### config.mk
export PLATFORM = sky130hd
export DESIGN_NAME = bus_cycle_sequencer
export DESIGN_NICKNAME = d
export VERILOG_FILES = /design/src/logic/bus_seq_pkg.sv /design/src/logic/bus_cycle_sequencer.sv /design/src/logic/bus_addr_gen.sv
export VERILOG_INCLUDE_DIRS = /design/src /design/src/logic
export SDC_FILE = /design/constraint.sdc
export NUM_CORES = 1
export LEC_CHECK = 0
export BUFFER_PORTS_ARGS = -buffer_cell sky130_fd_sc_hd__buf_2
export CAP_MARGIN = 10
export CORE_UTILIZATION = 50
export CTS_CLUSTER_SIZE = 12
export DETAILED_ROUTE_END_ITERATION = 16
export PLACE_DENSITY = 0.72
export SLEW_MARGIN = 10
export SYNTH_ARGS = -nofsm -noshare
export SYNTH_HDL_FRONTEND = slang
export SYNTH_HIERARCHICAL = 1
export SYNTH_SLANG_ARGS = --single-unit
export TNS_END_PERCENT = 1
### constraint.sdc
create_clock -name clock -period 6.4 [get_ports clock]
set_clock_uncertainty 0.05 [all_clocks]
set_input_delay 0.64 -clock clock [delete_from_list [all_inputs] [get_ports clock]]
set_output_delay 0.64 -clock clock [all_outputs]
set_load 0.02 [all_outputs]
### src/logic/bus_seq_cfg.svh
`ifndef BUS_SEQ_CFG_SVH
`define BUS_SEQ_CFG_SVH

// instruction kinds handled by the sequencer
`define KIND_STORE_ACC   2'h0
`define KIND_STORE_WIDE  2'h1
`define KIND_LOAD_WIDE   2'h2
`define KIND_JUMP_INDEX  2'h3

// bus cycles per instruction
`define CYCLES_STORE_ACC  3'h4
`define CYCLES_STORE_WIDE 3'h5
`define CYCLES_LOAD_WIDE  3'h4
`define CYCLES_JUMP_INDEX 3'h4

`define RESET_ADDRESS 16'h0000

`endif

### src/logic/bus_seq_pkg.sv
package bus_seq_pkg;
    typedef logic [1:0] kind_type;
    // gray coded along the step order
    typedef enum logic [2:0] {
        IDLE_type   = 3'h0,
        STEP1_type  = 3'h1,
        STEP2_type  = 3'h3,
        STEP3_type  = 3'h2,
        STEP4_type  = 3'h6,
        STEP5_type  = 3'h7
    } step_type;
endpackage : bus_seq_pkg

### src/logic/bus_cycle_sequencer.sv
`timescale 1ns/1ps
`include "bus_seq_cfg.svh"

// Function
// - accumulator store is four cycles; opcode then address byte read, valid high.
// - accumulator store cycle 3 drives destination, valid low, read.
// - accumulator store cycle 4 writes accumulator to destination, valid high.
// - wide store is five cycles; opcode then address byte read, valid high.
// - wide store cycle 3 drives operand address, valid low, read.
// - wide store cycle 4 writes high byte to operand address.
// - wide store cycle 5 writes low byte to operand address plus one.
// - wide load cycle 4 reads low byte from operand address plus one.
// - indexed cycle 3 drives index register, valid low, read.
// - indexed jump is four cycles; cycle 4 index plus offset, no carry, valid low.
module bus_cycle_sequencer (
    // clock and reset
    input  wire logic                  clock,
    input  wire logic                  rst,
    // instruction start
    input  wire logic                  start,
    input  wire logic [1:0]            kind,
    input  wire logic [15:0]           opcodeAddress,
    // core data paths
    input  wire logic [7:0]            accumulator,
    input  wire logic [15:0]           wideRegister,
    input  wire logic [15:0]           indexValue,
    // memory bus
    input  wire logic [7:0]            dataIn,
    output logic                       valid_address_qualifier,
    output logic      [15:0]           addressBus,
    output logic                       readSelect,
    output logic      [7:0]            dataOut,
    output logic                       dataOutEnable,
    // status
    output logic                       busy,
    output logic                       done
);
    // ------------------------------------------------------------------
    // sequence state
    // ------------------------------------------------------------------
    bus_seq_pkg::step_type step;
    bus_seq_pkg::step_type next_step;
    logic [2:0]            cycle;
    logic [2:0]            next_cycle;
    logic [1:0]            curKind;
    logic [1:0]            next_curKind;
    logic [15:0]           opAddr;
    logic [15:0]           next_opAddr;
    logic [7:0]            operandByte;
    logic [7:0]            next_operandByte;
    logic [2:0]            lastCycle;
    logic [15:0]           address;
    logic                  next_valid;
    logic                  next_read;
    logic [15:0]           next_address;
    logic [7:0]            next_dataOut;
    logic                  next_done;

    // ------------------------------------------------------------------
    // decode helpers
    // ------------------------------------------------------------------
    function automatic logic [2:0] cycles_of(input logic [1:0] k);
        case (k)
            `KIND_STORE_ACC:  cycles_of = `CYCLES_STORE_ACC;
            `KIND_STORE_WIDE: cycles_of = `CYCLES_STORE_WIDE;
            `KIND_LOAD_WIDE:  cycles_of = `CYCLES_LOAD_WIDE;
            default:          cycles_of = `CYCLES_JUMP_INDEX;
        endcase
    endfunction : cycles_of

    function automatic bus_seq_pkg::step_type step_of(input logic [2:0] c);
        case (c)
            3'h1:    step_of = bus_seq_pkg::STEP1_type;
            3'h2:    step_of = bus_seq_pkg::STEP2_type;
            3'h3:    step_of = bus_seq_pkg::STEP3_type;
            3'h4:    step_of = bus_seq_pkg::STEP4_type;
            3'h5:    step_of = bus_seq_pkg::STEP5_type;
            default: step_of = bus_seq_pkg::IDLE_type;
        endcase
    endfunction : step_of

    assign lastCycle = cycles_of(curKind);

    // ------------------------------------------------------------------
    // next bus cycle
    // ------------------------------------------------------------------
    always_comb begin
        next_step        = step;
        next_cycle       = cycle;
        next_curKind     = curKind;
        next_opAddr      = opAddr;
        next_operandByte = operandByte;
        next_done        = 1'b0;
        if (step == bus_seq_pkg::IDLE_type || cycle == lastCycle) begin
            next_done = (step != bus_seq_pkg::IDLE_type);
            if (start) begin
                next_cycle   = 3'h1;
                next_curKind = kind;
                next_opAddr  = opcodeAddress;
                next_step    = bus_seq_pkg::STEP1_type;
            end else begin
                next_cycle = 3'h0;
                next_step  = bus_seq_pkg::IDLE_type;
            end
        end else begin
            // the byte after the opcode is captured at the end of cycle 2
            if (cycle == 3'h2) begin
                next_operandByte = dataIn;
            end
            next_cycle = cycle + 3'h1;
            next_step  = step_of(cycle + 3'h1);
        end
    end

    // address is formed from next-state values so it lands together with its cycle
    bus_addr_gen u_bus_addr_gen (
        .cycleNumber   (next_cycle),
        .kind          (next_curKind),
        .opcodeAddress (next_opAddr),
        .indexValue    (indexValue),
        .operandByte   (next_operandByte),
        .address       (address)
    );

    // ------------------------------------------------------------------
    // bus outputs for the coming cycle
    // ------------------------------------------------------------------
    always_comb begin
        next_valid   = 1'b0;
        next_read    = 1'b1;
        next_address = addressBus;
        next_dataOut = dataOut;
        if (next_step != bus_seq_pkg::IDLE_type) begin
            next_address = address;
            case (next_cycle)
                3'h1, 3'h2: next_valid = 1'b1;
                3'h3:       next_valid = 1'b0;
                3'h4: begin
                    case (next_curKind)
                        `KIND_STORE_ACC: begin
                            next_valid   = 1'b1;
                            next_read    = 1'b0;
                            next_dataOut = accumulator;
                        end
                        `KIND_STORE_WIDE: begin
                            next_valid   = 1'b1;
                            next_read    = 1'b0;
                            next_dataOut = wideRegister[15:8];
                        end
                        `KIND_LOAD_WIDE: next_valid = 1'b1;
                        default:         next_valid = 1'b0;
                    endcase
                end
                3'h5: begin
                    next_valid   = 1'b1;
                    next_read    = 1'b0;
                    next_dataOut = wideRegister[7:0];
                end
                default: next_valid = 1'b0;
            endcase
        end
    end

    always_ff @(posedge clock or posedge rst) begin
        if (rst) begin
            step                    <= bus_seq_pkg::IDLE_type;
            cycle                   <= 3'h0;
            curKind                 <= 2'h0;
            opAddr                  <= `RESET_ADDRESS;
            operandByte             <= 8'h00;
            valid_address_qualifier <= 1'b0;
            readSelect              <= 1'b1;
            addressBus              <= `RESET_ADDRESS;
            dataOut                 <= 8'h00;
            done                    <= 1'b0;
        end else begin
            step                    <= next_step;
            cycle                   <= next_cycle;
            curKind                 <= next_curKind;
            opAddr                  <= next_opAddr;
            operandByte             <= next_operandByte;
            valid_address_qualifier <= next_valid;
            readSelect              <= next_read;
            addressBus              <= next_address;
            dataOut                 <= next_dataOut;
            done                    <= next_done;
        end
    end

    // ------------------------------------------------------------------
    // status outputs
    // ------------------------------------------------------------------
    // memory ignores unqualified cycles, so idle parks with valid low
    assign dataOutEnable = ~readSelect;
    assign busy          = (step != bus_seq_pkg::IDLE_type);
endmodule : bus_cycle_sequencer

### src/logic/bus_addr_gen.sv
`timescale 1ns/1ps
`include "bus_seq_cfg.svh"

// address selection for one bus cycle
module bus_addr_gen (
    // selection
    input  wire logic                  [2:0]  cycleNumber,
    input  wire logic                  [1:0]  kind,
    // sources
    input  wire logic                  [15:0] opcodeAddress,
    input  wire logic                  [15:0] indexValue,
    input  wire logic                  [7:0]  operandByte,
    // result
    output logic                       [15:0] address
);
    always_comb begin
        address = opcodeAddress;
        case (cycleNumber)
            3'h1: address = opcodeAddress;
            3'h2: address = opcodeAddress + 16'h0001;
            3'h3: begin
                if (kind == `KIND_JUMP_INDEX) begin
                    address = indexValue;
                end else begin
                    address = {8'h00, operandByte};
                end
            end
            3'h4: begin
                if (kind == `KIND_JUMP_INDEX) begin
                    // no carry out of the low byte
                    address = {indexValue[15:8], indexValue[7:0] + operandByte};
                end else if (kind == `KIND_LOAD_WIDE) begin
                    address = {8'h00, operandByte} + 16'h0001;
                end else begin
                    address = {8'h00, operandByte};
                end
            end
            3'h5: address = {8'h00, operandByte} + 16'h0001;
            default: address = opcodeAddress;
        endcase
    end
endmodule : bus_addr_gen

Yosys cells after proc, flatten, opt, wreduce, memory -nomap -nowiden
Index checks and enable logic that the tools add are counted.
{"block": "totals", "reg_bits": 59, "output_inout_bits": 29}
{"block": "classes", "n_addsub": 4, "eq_ne": 17, "n_mux": 24, "n_bitwise": 1, "reduce_logical": 10}
{"cell": "$mux W16", "n": 5}
{"cell": "$pmux W16 S4", "n": 1}
{"cell": "$pmux W8 S2", "n": 2}
{"cell": "$add A16 B1 Y16 const B", "n": 1}
{"cell": "$mux W8", "n": 2}
{"cell": "$eq A3 B2 Y1 const B", "n": 5}
{"cell": "$pmux W3 S5", "n": 1}
{"cell": "$eq A3 B3 Y1 const B", "n": 4}
{"cell": "$add A8 B1 Y9 const B", "n": 1}
{"cell": "$add A8 B8 Y8", "n": 1}
{"cell": "$mux W1", "n": 7}
{"cell": "$eq A3 B1 Y1 const B", "n": 2}
{"cell": "$mux W3", "n": 2}
{"cell": "$reduce_bool A3 Y1", "n": 2}
{"cell": "$reduce_or A3 Y1", "n": 2}
{"cell": "$eq A2 B1 Y1 const B", "n": 2}
{"cell": "$eq A2 B2 Y1 const B", "n": 2}
{"cell": "$mux W2", "n": 2}
{"cell": "$pmux W1 S2", "n": 2}
{"cell": "$add A3 B1 Y3 const B", "n": 1}
{"cell": "$eq A3 B3 Y1", "n": 1}
{"cell": "$logic_not A3 Y1", "n": 1}
{"cell": "$ne A3 B3 Y1 const B", "n": 1}
{"cell": "$reduce_and A3 Y1", "n": 1}
{"cell": "5 further kinds", "n": 5}

Longest topological paths before layout
Gate-level depths: netlist of the first run.
{"block": "depth", "ltp_word": 10, "mapped_depth": 16, "ltp_nobuf": 13}

By module
The synthesis of the first run kept the hierarchy.
{"mod": "bus_cycle_sequencer", "instances": 1, "cells_each": 190, "area_per_inst_um2": 2686.3}
{"mod": "bus_addr_gen", "instances": 1, "cells_each": 248, "area_per_inst_um2": 1557.7}

Worst setup path after synthesis of the first run
No wires, ideal clock.
{"block": "synth_path", "path_kind": "register -> register", "from": "reg step[1]", "to": "reg addressBus[5]", "setup_ns": 0.125, "t_arrival_ns": 3.380, "required_time_ns": 6.225, "slack_ns": 2.845, "stages_incl_launch_ff": 14, "n_path_buf": 1, "path_cell_list": "dfrtp_1 -> nor3_1 -> inv_1 -> and3_1 -> clkbuf_1 -> mux2_2 -> ha_1 -> a211oi_1 -> nor2_1 -> or4_1 -> a21oi_1 -> o31ai_1 -> o221a_2 -> mux2_4"}
{"block": "synth_between", "elab_chain_cells": 7, "elab_cells_between_ends": 21}
{"item": "start, declared", "line_no": "bus_cycle_sequencer.sv:41", "rtl": "bus_seq_pkg::step_type step;"}
{"item": "start signal, assigned", "line_no": "bus_cycle_sequencer.sv:166", "rtl": "step <= bus_seq_pkg::IDLE_type;"}
{"item": "start signal, assigned", "line_no": "bus_cycle_sequencer.sv:177", "rtl": "step <= next_step;"}
{"item": "$logic_not A3 Y1 (*)", "line_no": "bus_cycle_sequencer.sv:94", "rtl": "if (step == bus_seq_pkg::IDLE_type || cycle == lastCycle) begin"}
{"item": "$logic_or A1 B1 Y1 (*)", "line_no": "bus_cycle_sequencer.sv:94"}
{"item": "$mux W8 (*)", "line_no": "bus_cycle_sequencer.sv:94"}
{"item": "net next_operandByte[1]", "line_no": "bus_cycle_sequencer.sv:50", "rtl": "logic [7:0] next_operandByte;"}
{"item": "$add A8 B1 Y9", "line_no": "bus_addr_gen.sv:33, bus_addr_gen.sv:38"}
{"item": "$mux W16", "line_no": "bus_addr_gen.sv:32", "rtl": "end else if (kind == `KIND_LOAD_WIDE) begin"}
{"item": "$mux W16", "line_no": "bus_addr_gen.sv:29", "rtl": "if (kind == `KIND_JUMP_INDEX) begin"}
{"item": "$pmux W16 S4 (*)", "line_no": "bus_addr_gen.sv:18", "rtl": "case (cycleNumber)"}
{"item": "net address[5]", "line_no": "bus_cycle_sequencer.sv:52", "rtl": "logic [15:0] address;"}
{"item": "end signal, assigned", "line_no": "bus_cycle_sequencer.sv:173", "rtl": "addressBus <= `RESET_ADDRESS;"}
{"item": "end signal, assigned", "line_no": "bus_cycle_sequencer.sv:184", "rtl": "addressBus <= next_address;"}
{"item": "end, declared", "line_no": "bus_cycle_sequencer.sv:30", "rtl": "output logic [15:0] addressBus,"}
The timed path passes the listed nets; every way through them passes the cells marked *.
A chain may end at the register's enable or synchronous reset.

Worst setup path after layout of the first run
{"block": "layout_path", "from": "reg cycle[0]", "to": "reg addressBus[8]"}
{"block": "layout_between", "elab_cells_between_ends": 29}
{"item": "start, declared", "line_no": "bus_cycle_sequencer.sv:43", "rtl": "logic [2:0] cycle;"}
{"item": "start signal, assigned", "line_no": "bus_cycle_sequencer.sv:178", "rtl": "cycle <= next_cycle;"}
{"item": "branches (longest 2 deep; another with $add A3 B1 Y3)"}
{"item": "$mux W3 (*)", "line_no": "bus_cycle_sequencer.sv:94"}
{"item": "net next_cycle[2]", "line_no": "bus_cycle_sequencer.sv:44", "rtl": "logic [2:0] next_cycle;"}
{"item": "$eq A3 B3 Y1 or $eq A3 B2 Y1 (tied branches)", "line_no": "bus_addr_gen.sv:18"}
{"item": "$pmux W16 S4 (*)", "line_no": "bus_addr_gen.sv:18"}
{"item": "net address[8]", "line_no": "bus_cycle_sequencer.sv:52"}
Mark *: on every way through the listed nets, which the timed path passes.

==> impl_metrics.json, run 1 <==
{
  "cp-start-kind": "register",
  "maxCapViolations": 0,
  "grt_pass1_vias": 3424,
  "critical_path_required_ns": 6.62,
  "clockBufferDepth": 2,
  "fin_crit_sh_pct": 62.29,
  "synth-main-ff-cell": "dfrtp_1",
  "drv_slew": 0,
  "synth-edff-count": 0,
  "via_count": 3788,
  "antenna_found_initial": 0,
  "endpoint_kind": "register",
  "setup_slack_ns": 2.414,
  "synthDistinctLibCells": 68,
  "p_int_mw": 1.742,
  "hpwl_um": 7683,
  "grt_pass1_wl_um": 16750,
  "fmax_mhz": 250.9,
  "syn_area_um2": 4244,
  "synthCells": 438,
  "holdWs_ns": 0.4390,
  "drt_wl_total_um": 10440,
  "row_count": 33,
  "start_util_pct": 51.65,
  "holdBufCountCts": 0,
  "setup_violations": 0,
  "power.share.sequential_pct": 19.8,
  "ys_seq_elements": 59,
  "netSwitchingFraction_pct": 47.71,
  "routabilityCongestion": 0.9301,
  "period_needed_ns": 3.986,
  "ys_async_sr_fraction_pct": 100.0,
  "final_nets": 609,
  "fin_setup_tns_ns": 0,
  "ant_nets": 0,
  "chipHeight_um": 94.13,
  "clkPwrFrac_pct": 10.0,
  "placed_cell_area_um2": 4733,
  "diodes": 0,
  "p_leak_nw": 2.263,
  "dr.pass1.iters": 5,
  "critPathKind": "register to register",
  "p_switching_mw": 1.589,
  "slew_headroom_pct": 40.72,
  "worst_pin_slew_ns": 0.8706,
  "dp_slack_ns": 2.497,
  "cts_tree": "done",
  "critPathMaxFanout": 20,
  "cts_buffers": 9,
  "hold_class": "primary input to asynchronous set/reset pin",
  "cts-root-buf": "clkbuf_8",
  "die_area_um2": 8860,
  "area_delta_synth_final_pct": 16.07,
  "run_status": "finished, final reports clean",
  "rsz0062_at_grt": "false",
  "combinationalPowerShare_pct": 70.3,
  "avgSynthCellArea_um2": 9.690,
  "clkTransAtPathRegs_ns": 0.08,
  "coreArea_um2": 8217,
  "synth_nets": 522,
  "critPathArrivalTime_ns": 4.21,
  "p_per_area_nw_per_um2": 676.2,
  "grt_usage_pct": 24.25,
  "n_fill_cell": 737,
  "final_area_um2": 4926,
  "ys_seq_area_share_pct": 34.82,
  "post_cts_resize_count": 0,
  "viasPerCell": 5.965,
  "clkLatencyLatePin_ns": 0.34,
  "yosysWarnings": 6,
  "die_x_um": 94.13,
  "htreeDepth": 3,
  "post_cts.repair.setup_buffers": 0,
  "peakVddDrop_mv": 0.3035,
  "drc": 0,
  "finalHoldViolations": 0,
  "cts_sinks": 59,
  "grt_max_degree": 60,
  "grt_overflow_total": 0,
  "final_util_pct": 59.95,
  "routedWlPerCell_um": 16.43,
  "io_pins": 98,
  "first_iter_violations": 304,
  "final_layout_size_suffix_gt1_share_pct": 33.77,
  "port_buffers": 97
}
layout by cell type, fill, tap and decap left out, types with 4 or more instances in the layout:
cell and n:
dfrtp_1 58, a21oi_1 26, a211oi_1 6, o21a_1 4, nor3_1 8, mux2i_1 15, inv_1 8, o21ai_0 27
nor2_1 32, nor2b_1 7, buf_2 97, nand2_1 39, a22oi_1 4, xnor2_1 7, a21o_1 5, and3_1 7
mux2_4 19, mux2_2 23, clkbuf_8 9, o211ai_1 8, a221oi_1 9, nand3_1 12, ha_1 14, a31oi_1 9
nand4_1 4
path summary, 6_finish.rpt:
| kind | from | end | slack, ns | cells past startpoint |
|---|---|---|---|---|
| max reg2reg | cycle[0]$_DFF_PP0_ | addressBus[8]$_DFFE_PP0P_ | 2.41 | 11 |
| max | cycle[0]$_DFF_PP0_ | addressBus[8]$_DFFE_PP0P_ | 2.41 | 11 |
| min reg2reg | addressBus[9]$_DFFE_PP0P_ | addressBus[9]$_DFFE_PP0P_ | 0.45 | 1 |
| min | rst | addressBus[13]$_DFFE_PP0P_ | 0.44 | 3 |
| max in group asynchronous | rst | operandByte[3]$_DFF_PP0_ | 5.34 | 3 |
| min in group clock | addressBus[9]$_DFFE_PP0P_ | addressBus[9]$_DFFE_PP0P_ | 0.45 | 1 |
worst max-delay path, cell delays in order (launching register included):
cell	delay [ns]
dfrtp_1	0.70
inv_2	0.15
xnor2_2	0.19
a21oi_4	0.46
nor2b_1	0.74
nand2b_1	0.35
nor2_2	0.37
a21oi_1	0.09
nor2_2	0.34
a22oi_1	0.18
o211ai_1	0.11
mux2_4	0.17
synthesized netlist by cell type, types with 8 or more instances:
master	number	share of area [%]
mux2_4	19	6.7
nand3_1	12	1.4
mux2i_1	15	3.5
dfrtp_1	58	34
o211ai_1	8	1.4
o21ai_0	27	3.2
nand2_1	39	3.4
buf_2	12	1.4
nor2_1	32	2.8
a221oi_1	9	1.9
inv_1	9	0.80
a21oi_1	26	3.1
ha_1	14	4.1
nor3_1	8	0.94
mux2_2	23	6.1
a31oi_1	9	1.3
routing by layer:
layer	part of all wire, %	track usage (%)	vias to the layer above	wire, µm
met1	47	33.62	1802	4863
met4	1.0	6.667	0	108
met2	45	38.44	159	4730
li1	-	-	1815	-
met5	0	0	-	0
met3	7.0	4.612	12	734
cell families (layout without fill, tap and decap cells):
logic type,Yosys count,count (layout),synth area share [%]
AOI/OAI and AO/OA,126,126,20.31
DFF,59,59,34.82
buffers and inverters,33,125,4.245
and+or+nand+nor,136,136,16.69
adders and majority gates,15,15,4.599
xor gates and xnor gates,11,11,2.447
muxes,58,58,16.89
metrics by stage:
step	std cells	power, mW
3_5_place_dp	619	2.975
3_3_place_gp	619	2.935
4_1_cts	635	3.320
6_report	635	3.331
5_1_grt	635	3.590
2_1_floorplan	438	2.534
flip-flops by register name, indices dropped and copies added (netlist names):
| name | count |
|---|---|
| cycle | 3 |
| readSelect | 1 |
| dataOut | 8 |
| curKind | 2 |
| opAddr | 16 |
| addressBus | 16 |
| operandByte | 8 |
| valid_address_qualifier | 1 |
| step | 3 |
| done | 1 |
layout make-up:
type	count	area, µm²	share of cell area (%)
clock buffers	9	123.9	2.515
clock inverters	7	68.82	1.397
inverters	10	37.54	0.7620
multi-input cells	346	2586	52.50
flip-flops and latches	59	1478	30.00
well taps	105	131.4	2.667
repair buffers	99	500.5	10.16
power by group through the flow:
stage | Sequential [mW] | Combinational (mW) | Clock [mW]
6_report | 0.658 | 2.34 | 0.332
5_1_grt | 0.678 | 2.55 | 0.360
4_1_cts | 0.657 | 2.32 | 0.338
3_5_place_dp | 0.664 | 2.31 | 0
3_3_place_gp | 0.656 | 2.28 | 0
2_1_floorplan | 0.732 | 1.80 | 0
No activity file was read; power rests on OpenSTA's default activity.
==> inputs of run 2 (changes only) <==
==> constraint.sdc (replaced) <==
create_clock -name clock -period 3.9 [get_ports clock]
set_clock_uncertainty 0.05 [all_clocks]
set_input_delay 0.39 -clock clock [delete_from_list [all_inputs] [get_ports clock]]
set_output_delay 0.39 -clock clock [all_outputs]
set_load 0.02 [all_outputs]
==> impl_metrics.json, run 2 (same netlist as run 1, synthesis figures left out) <==
{
  "n_fill_cell": 718,
  "slew_headroom_pct": 34.25,
  "post_cts.repair.setup_buffers": 0,
  "period_needed_ns": 3.576,
  "critPathMaxFanout": 8,
  "critPathSlowestCell": "mux2_2",
  "antenna_found_initial": 0,
  "holdBufCountCts": 0,
  "htreeDepth": 3,
  "setup_violations": 0,
  "dr.pass1.iters": 4,
  "cts_sinks": 59,
  "most-common-layout-cells": "97 x buf_2, 58 x dfrtp_1, 39 x nand2_1",
  "hpwl_um": 7895,
  "routabilityCongestion": 0.9389,
  "cts-root-buf": "clkbuf_8",
  "fin_setup_tns_ns": 0,
  "area_delta_synth_final_pct": 17.45,
  "clkLatencyLatePin_ns": 0.34,
  "grt_usage_pct": 25.29,
  "cp_top_family": "simple AND/OR/NAND/NOR gates",
  "post_cts_resize_count": 0,
  "peakVddDrop_mv": 0.4720,
  "ant_nets": 0,
  "grt_pass1_wl_um": 17370,
  "diodes": 0,
  "fmax_mhz": 279.6,
  "rsz0062_at_grt": "false",
  "reg_top3": "addressBus (16), opAddr (16)",
  "layout_commonest_cell": "buf_2",
  "cp_num_buf_inv": 1,
  "critPathKind": "register to register",
  "finalHoldViolations": 0,
  "critical_path_required_ns": 4.06,
  "worstPathCellList": "inv_2, ha_1, and3_1, mux2_2, ha_1, a211oi_1, nor2_1, or4_1, a21oi_1, o31ai_1, o221a_2, mux2_4",
  "viasPerCell": 5.919,
  "grt_max_degree": 39,
  "port_buffers": 97,
  "maxCapViolations": 0,
  "row_count": 33,
  "coreArea_um2": 8217,
  "routedWlPerCell_um": 16.85,
  "endpoint_kind": "register",
  "cpPeakStageDelay_ns": 0.47,
  "chipHeight_um": 94.13,
  "die_x_um": 94.13,
  "drc": 0,
  "clkTransAtPathRegs_ns": 0.07,
  "clockBufferDepth": 2,
  "final_nets": 613,
  "fin_crit_sh_pct": 91.70,
  "drv_slew": 0,
  "holdWs_ns": 0.1558,
  "critPathArrivalTime_ns": 3.74,
  "drt_wl_total_um": 10770,
  "final_layout_size_suffix_gt1_share_pct": 34.08,
  "p_leak_nw": 2.298,
  "first_iter_violations": 231,
  "grt_pass1_vias": 3569,
  "cp_common_cell": "ha_1",
  "die_area_um2": 8860,
  "grt_overflow_total": 0,
  "cts_buffers": 9,
  "run_status": "finished, final reports clean",
  "hold_class": "primary input to asynchronous set/reset pin",
  "start_util_pct": 51.65,
  "io_pins": 98,
  "via_count": 3782,
  "worst_pin_slew_ns": 0.9844,
  "cts_tree": "done",
  "p_per_area_nw_per_um2": 1121,
  "cp-start-kind": "register"
}
[run 2: changes by cell type in the layout (fill, tap and decap cells not counted)]
| cell | change |
|---|---|
| clkbuf_8 | +4 |
| buf_4 | +4 |
| clkinvlp_4 | -2 |
| clkinv_2 | -3 |
| clkinv_4 | -1 |
| nor3_2 | +1 |
| clkbuf_1 | +2 |
| nor3_1 | -1 |
[run 2: worst paths after layout]
check | from | end | slack [ns] | depth (start not counted)
max | cycle[0]$_DFF_PP0_ | addressBus[5]$_DFFE_PP0P_ | 0.32 | 12
min | rst | opAddr[12]$_DFF_PP0_ | 0.16 | 2
max reg2reg | cycle[0]$_DFF_PP0_ | addressBus[5]$_DFFE_PP0P_ | 0.32 | 12
min reg2reg | addressBus[14]$_DFFE_PP0P_ | addressBus[14]$_DFFE_PP0P_ | 0.45 | 1
max in group asynchronous | rst | addressBus[5]$_DFFE_PP0P_ | 2.84 | 3
min in group clock | opcodeAddress[14] | opAddr[14]$_DFF_PP0_ | 0.28 | 2
[run 2: area by class of cell]
cell class	count	area (µm²)	area share, %
inverter	10	37.54	0.7530
clock inverter	1	30.03	0.6024
timing repair buffer	103	530.5	10.64
tap	105	131.4	2.636
multi-input combinational	346	2591	51.98
clock buffer	15	186.4	3.740
sequential	59	1478	29.64
[run 2: worst reg2reg max path, stage by stage, from the launching register on]
cell	delay [ns]
dfrtp_1	0.39
inv_2	0.11
ha_1	0.17
and3_1	0.39
mux2_2	0.47
ha_1	0.33
a211oi_1	0.31
nor2_1	0.13
or4_1	0.42
a21oi_1	0.16
o31ai_1	0.12
o221a_2	0.14
mux2_4	0.26
[run 2: per-layer routing]
layer | wire (µm) | part of all wire (%) | GRT usage [%] | vias to the layer above
li1 | - | - | - | 1816
met1 | 4970 | 46 | 34.17 | 1809
met2 | 4886 | 45 | 39.96 | 140
met3 | 678 | 6.3 | 4.854 | 17
met4 | 232 | 2.2 | 9.487 | 0
met5 | 0 | 0 | 0 | -
[run 2: metrics by stage]
step / util [%] / power [mW] / worst slack, ns / cells / instance area [µm²]
after floorplan: - / 4.158 / 0.3451 / 438 / 4244
final: 60.67 / 5.589 / 0.3237 / 639 / 4985
after detailed placement: 57.97 / 4.950 / 0.2411 / 623 / 4763
after CTS: 60.61 / 5.571 / 0.2162 / 639 / 4980
after global routing: 60.67 / 6.037 / 0.1340 / 639 / 4985
after global placement: 57.97 / 4.879 / 0.3058 / 623 / 4763
[run 2: power breakdown]
part | internal [mW] | switching, mW
registers | 0.929 | 0.129
logic | 1.68 | 2.26
clock network | 0.366 | 0.232
==> inputs of run 3 (changes only) <==
--- a/config.mk
+++ b/config.mk
@@ -9,6 +9,7 @@
 export BUFFER_PORTS_ARGS = -buffer_cell sky130_fd_sc_hd__buf_2
 export CAP_MARGIN = 10
 export CORE_UTILIZATION = 50
+export CTS_BUF_LIST = sky130_fd_sc_hd__clkbuf_4 sky130_fd_sc_hd__clkbuf_8 sky130_fd_sc_hd__clkbuf_16
 export CTS_CLUSTER_SIZE = 12
 export DETAILED_ROUTE_END_ITERATION = 16
 export PLACE_DENSITY = 0.72
==> impl_metrics.json, run 3 (same netlist as run 1, synthesis figures left out) <==
{
  "worst_r2r_endpoint": "addressBus[4]$_DFFE_PP0P_",
  "clkLatencyLatePin_ns": 0.34,
  "drc": 0,
  "chipHeight_um": 94.13,
  "holdWs_ns": 0.1583,
  "final_layout_size_suffix_gt1_share_pct": 34.46,
  "post_cts_resize_count": 0,
  "total_power_mw": 5.610,
  "htreeDepth": 3,
  "cp-start-kind": "register",
  "holdBufCountCts": 0,
  "die_area_um2": 8860,
  "hold_class": "primary input to asynchronous set/reset pin",
  "placed_cell_area_um2": 4763,
  "peakVddDrop_mv": 0.4752,
  "dp.cells": 623,
  "fmax_mhz": 280.9,
  "reg_top3": "addressBus (16), opAddr (16)",
  "grt_pass1_vias": 3558,
  "die_x_um": 94.13,
  "critPathArrivalTime_ns": 3.72,
  "rsz0062_at_grt": "false",
  "critical_path_required_ns": 4.06,
  "worst_pin_slew_ns": 1.005,
  "critPathKind": "register to register",
  "first_iter_violations": 209,
  "port_buffers": 97,
  "grt_usage_pct": 25.30,
  "fin_setup_tns_ns": 0,
  "row_count": 33,
  "fin_crit_sh_pct": 91.27,
  "final_nets": 613,
  "finalHoldViolations": 0,
  "cts_tree": "done",
  "grt_overflow_total": 0,
  "critPathMaxFanout": 8,
  "r2r_slack_ns": 0.34,
  "grt_pass1_wl_um": 17370,
  "coreArea_um2": 8217,
  "area_delta_synth_final_pct": 17.63,
  "post_cts.repair.setup_buffers": 0,
  "cts_sinks": 59,
  "final_util_pct": 60.76,
  "drv_slew": 0,
  "via_count": 3797,
  "endpoint_kind": "register",
  "diodes": 0,
  "period_needed_ns": 3.559,
  "clkTransAtPathRegs_ns": 0.07,
  "fin_cells": 639,
  "clockBufferDepth": 2,
  "rr_worst_depth": 13,
  "hpwl_um": 7895,
  "r2r-start": "cycle[0]$_DFF_PP0_",
  "routabilityCongestion": 0.9389,
  "start_util_pct": 51.65,
  "p_per_area_nw_per_um2": 1124,
  "p_leak_nw": 2.305,
  "antenna_found_initial": 0,
  "maxCapViolations": 0,
  "run_status": "finished, final reports clean",
  "drt_wl_total_um": 10780,
  "setup_slack_ns": 0.3406,
  "slew_headroom_pct": 32.85,
  "layout_commonest_cell": "buf_2",
  "most-common-layout-cells": "97 x buf_2, 58 x dfrtp_1, 39 x nand2_1",
  "grt_max_degree": 39,
  "io_pins": 98,
  "ant_nets": 0,
  "dr.pass1.iters": 5,
  "final_area_um2": 4992,
  "setup_violations": 0,
  "viasPerCell": 5.942,
  "routedWlPerCell_um": 16.87,
  "cts_buffers": 9,
  "dp_slack_ns": 0.2411,
  "cts-root-buf": "clkbuf_8"
}
## run 3: cell types whose count changed in the layout (fill, tap and decap cells not counted)
cell,previous run,this run
clkbuf_4,0,2
clkbuf_1,2,0
## run 3: final cells by class
type	count	area (µm²)
inverter	10	37.54
fill	716	3224
clock inverter	1	30.03
clock buffer	15	193.9
sequential	59	1478
timing repair buffer	103	530.5
tap	105	131.4
multi-input combinational	346	2591
## run 3: power breakdown
part / switching (mW) / leakage [nW] / internal [mW]
clock network: 0.231 / 0.117 / 0.380
registers: 0.129 / 0.696 / 0.929
logic: 2.26 / 1.49 / 1.68
## run 3: worst max path at each step
stage,start,to,slack (ns),cells after the start
6_report,cycle[0]$_DFF_PP0_,addressBus[4]$_DFFE_PP0P_,0.34,13
5_1_grt,step[1]$_DFF_PP0_,addressBus[6]$_DFFE_PP0P_,0.13,13
4_1_cts,step[1]$_DFF_PP0_,addressBus[4]$_DFFE_PP0P_,0.22,13
3_5_place_dp,step[1]$_DFF_PP0_,addressBus[4]$_DFFE_PP0P_,0.24,13
3_3_place_gp,step[1]$_DFF_PP0_,addressBus[6]$_DFFE_PP0P_,0.31,13
2_1_floorplan,step[1]$_DFF_PP0_,addressBus[5]$_DFFE_PP0P_,0.35,13
## run 3: metal layers
metal / global-route usage (%) / wire length (µm) / up-vias
met4: 9.487 / 235 / 0
li1: - / - / 1818
met1: 34.27 / 4983 / 1817
met5: 0 / 0 / -
met2: 39.90 / 4926 / 143
met3: 4.854 / 636 / 19
## run 3: critical path, stage by stage (launching register included)
cell,delay [ns]
dfrtp_1,0.39
inv_2,0.11
ha_1,0.17
and3_1,0.39
mux2_2,0.45
ha_1,0.25
fa_1,0.42
a211oi_1,0.28
o21bai_1,0.19
xnor2_1,0.12
nor2_1,0.11
o221ai_1,0.12
o21a_1,0.12
mux2_4,0.26
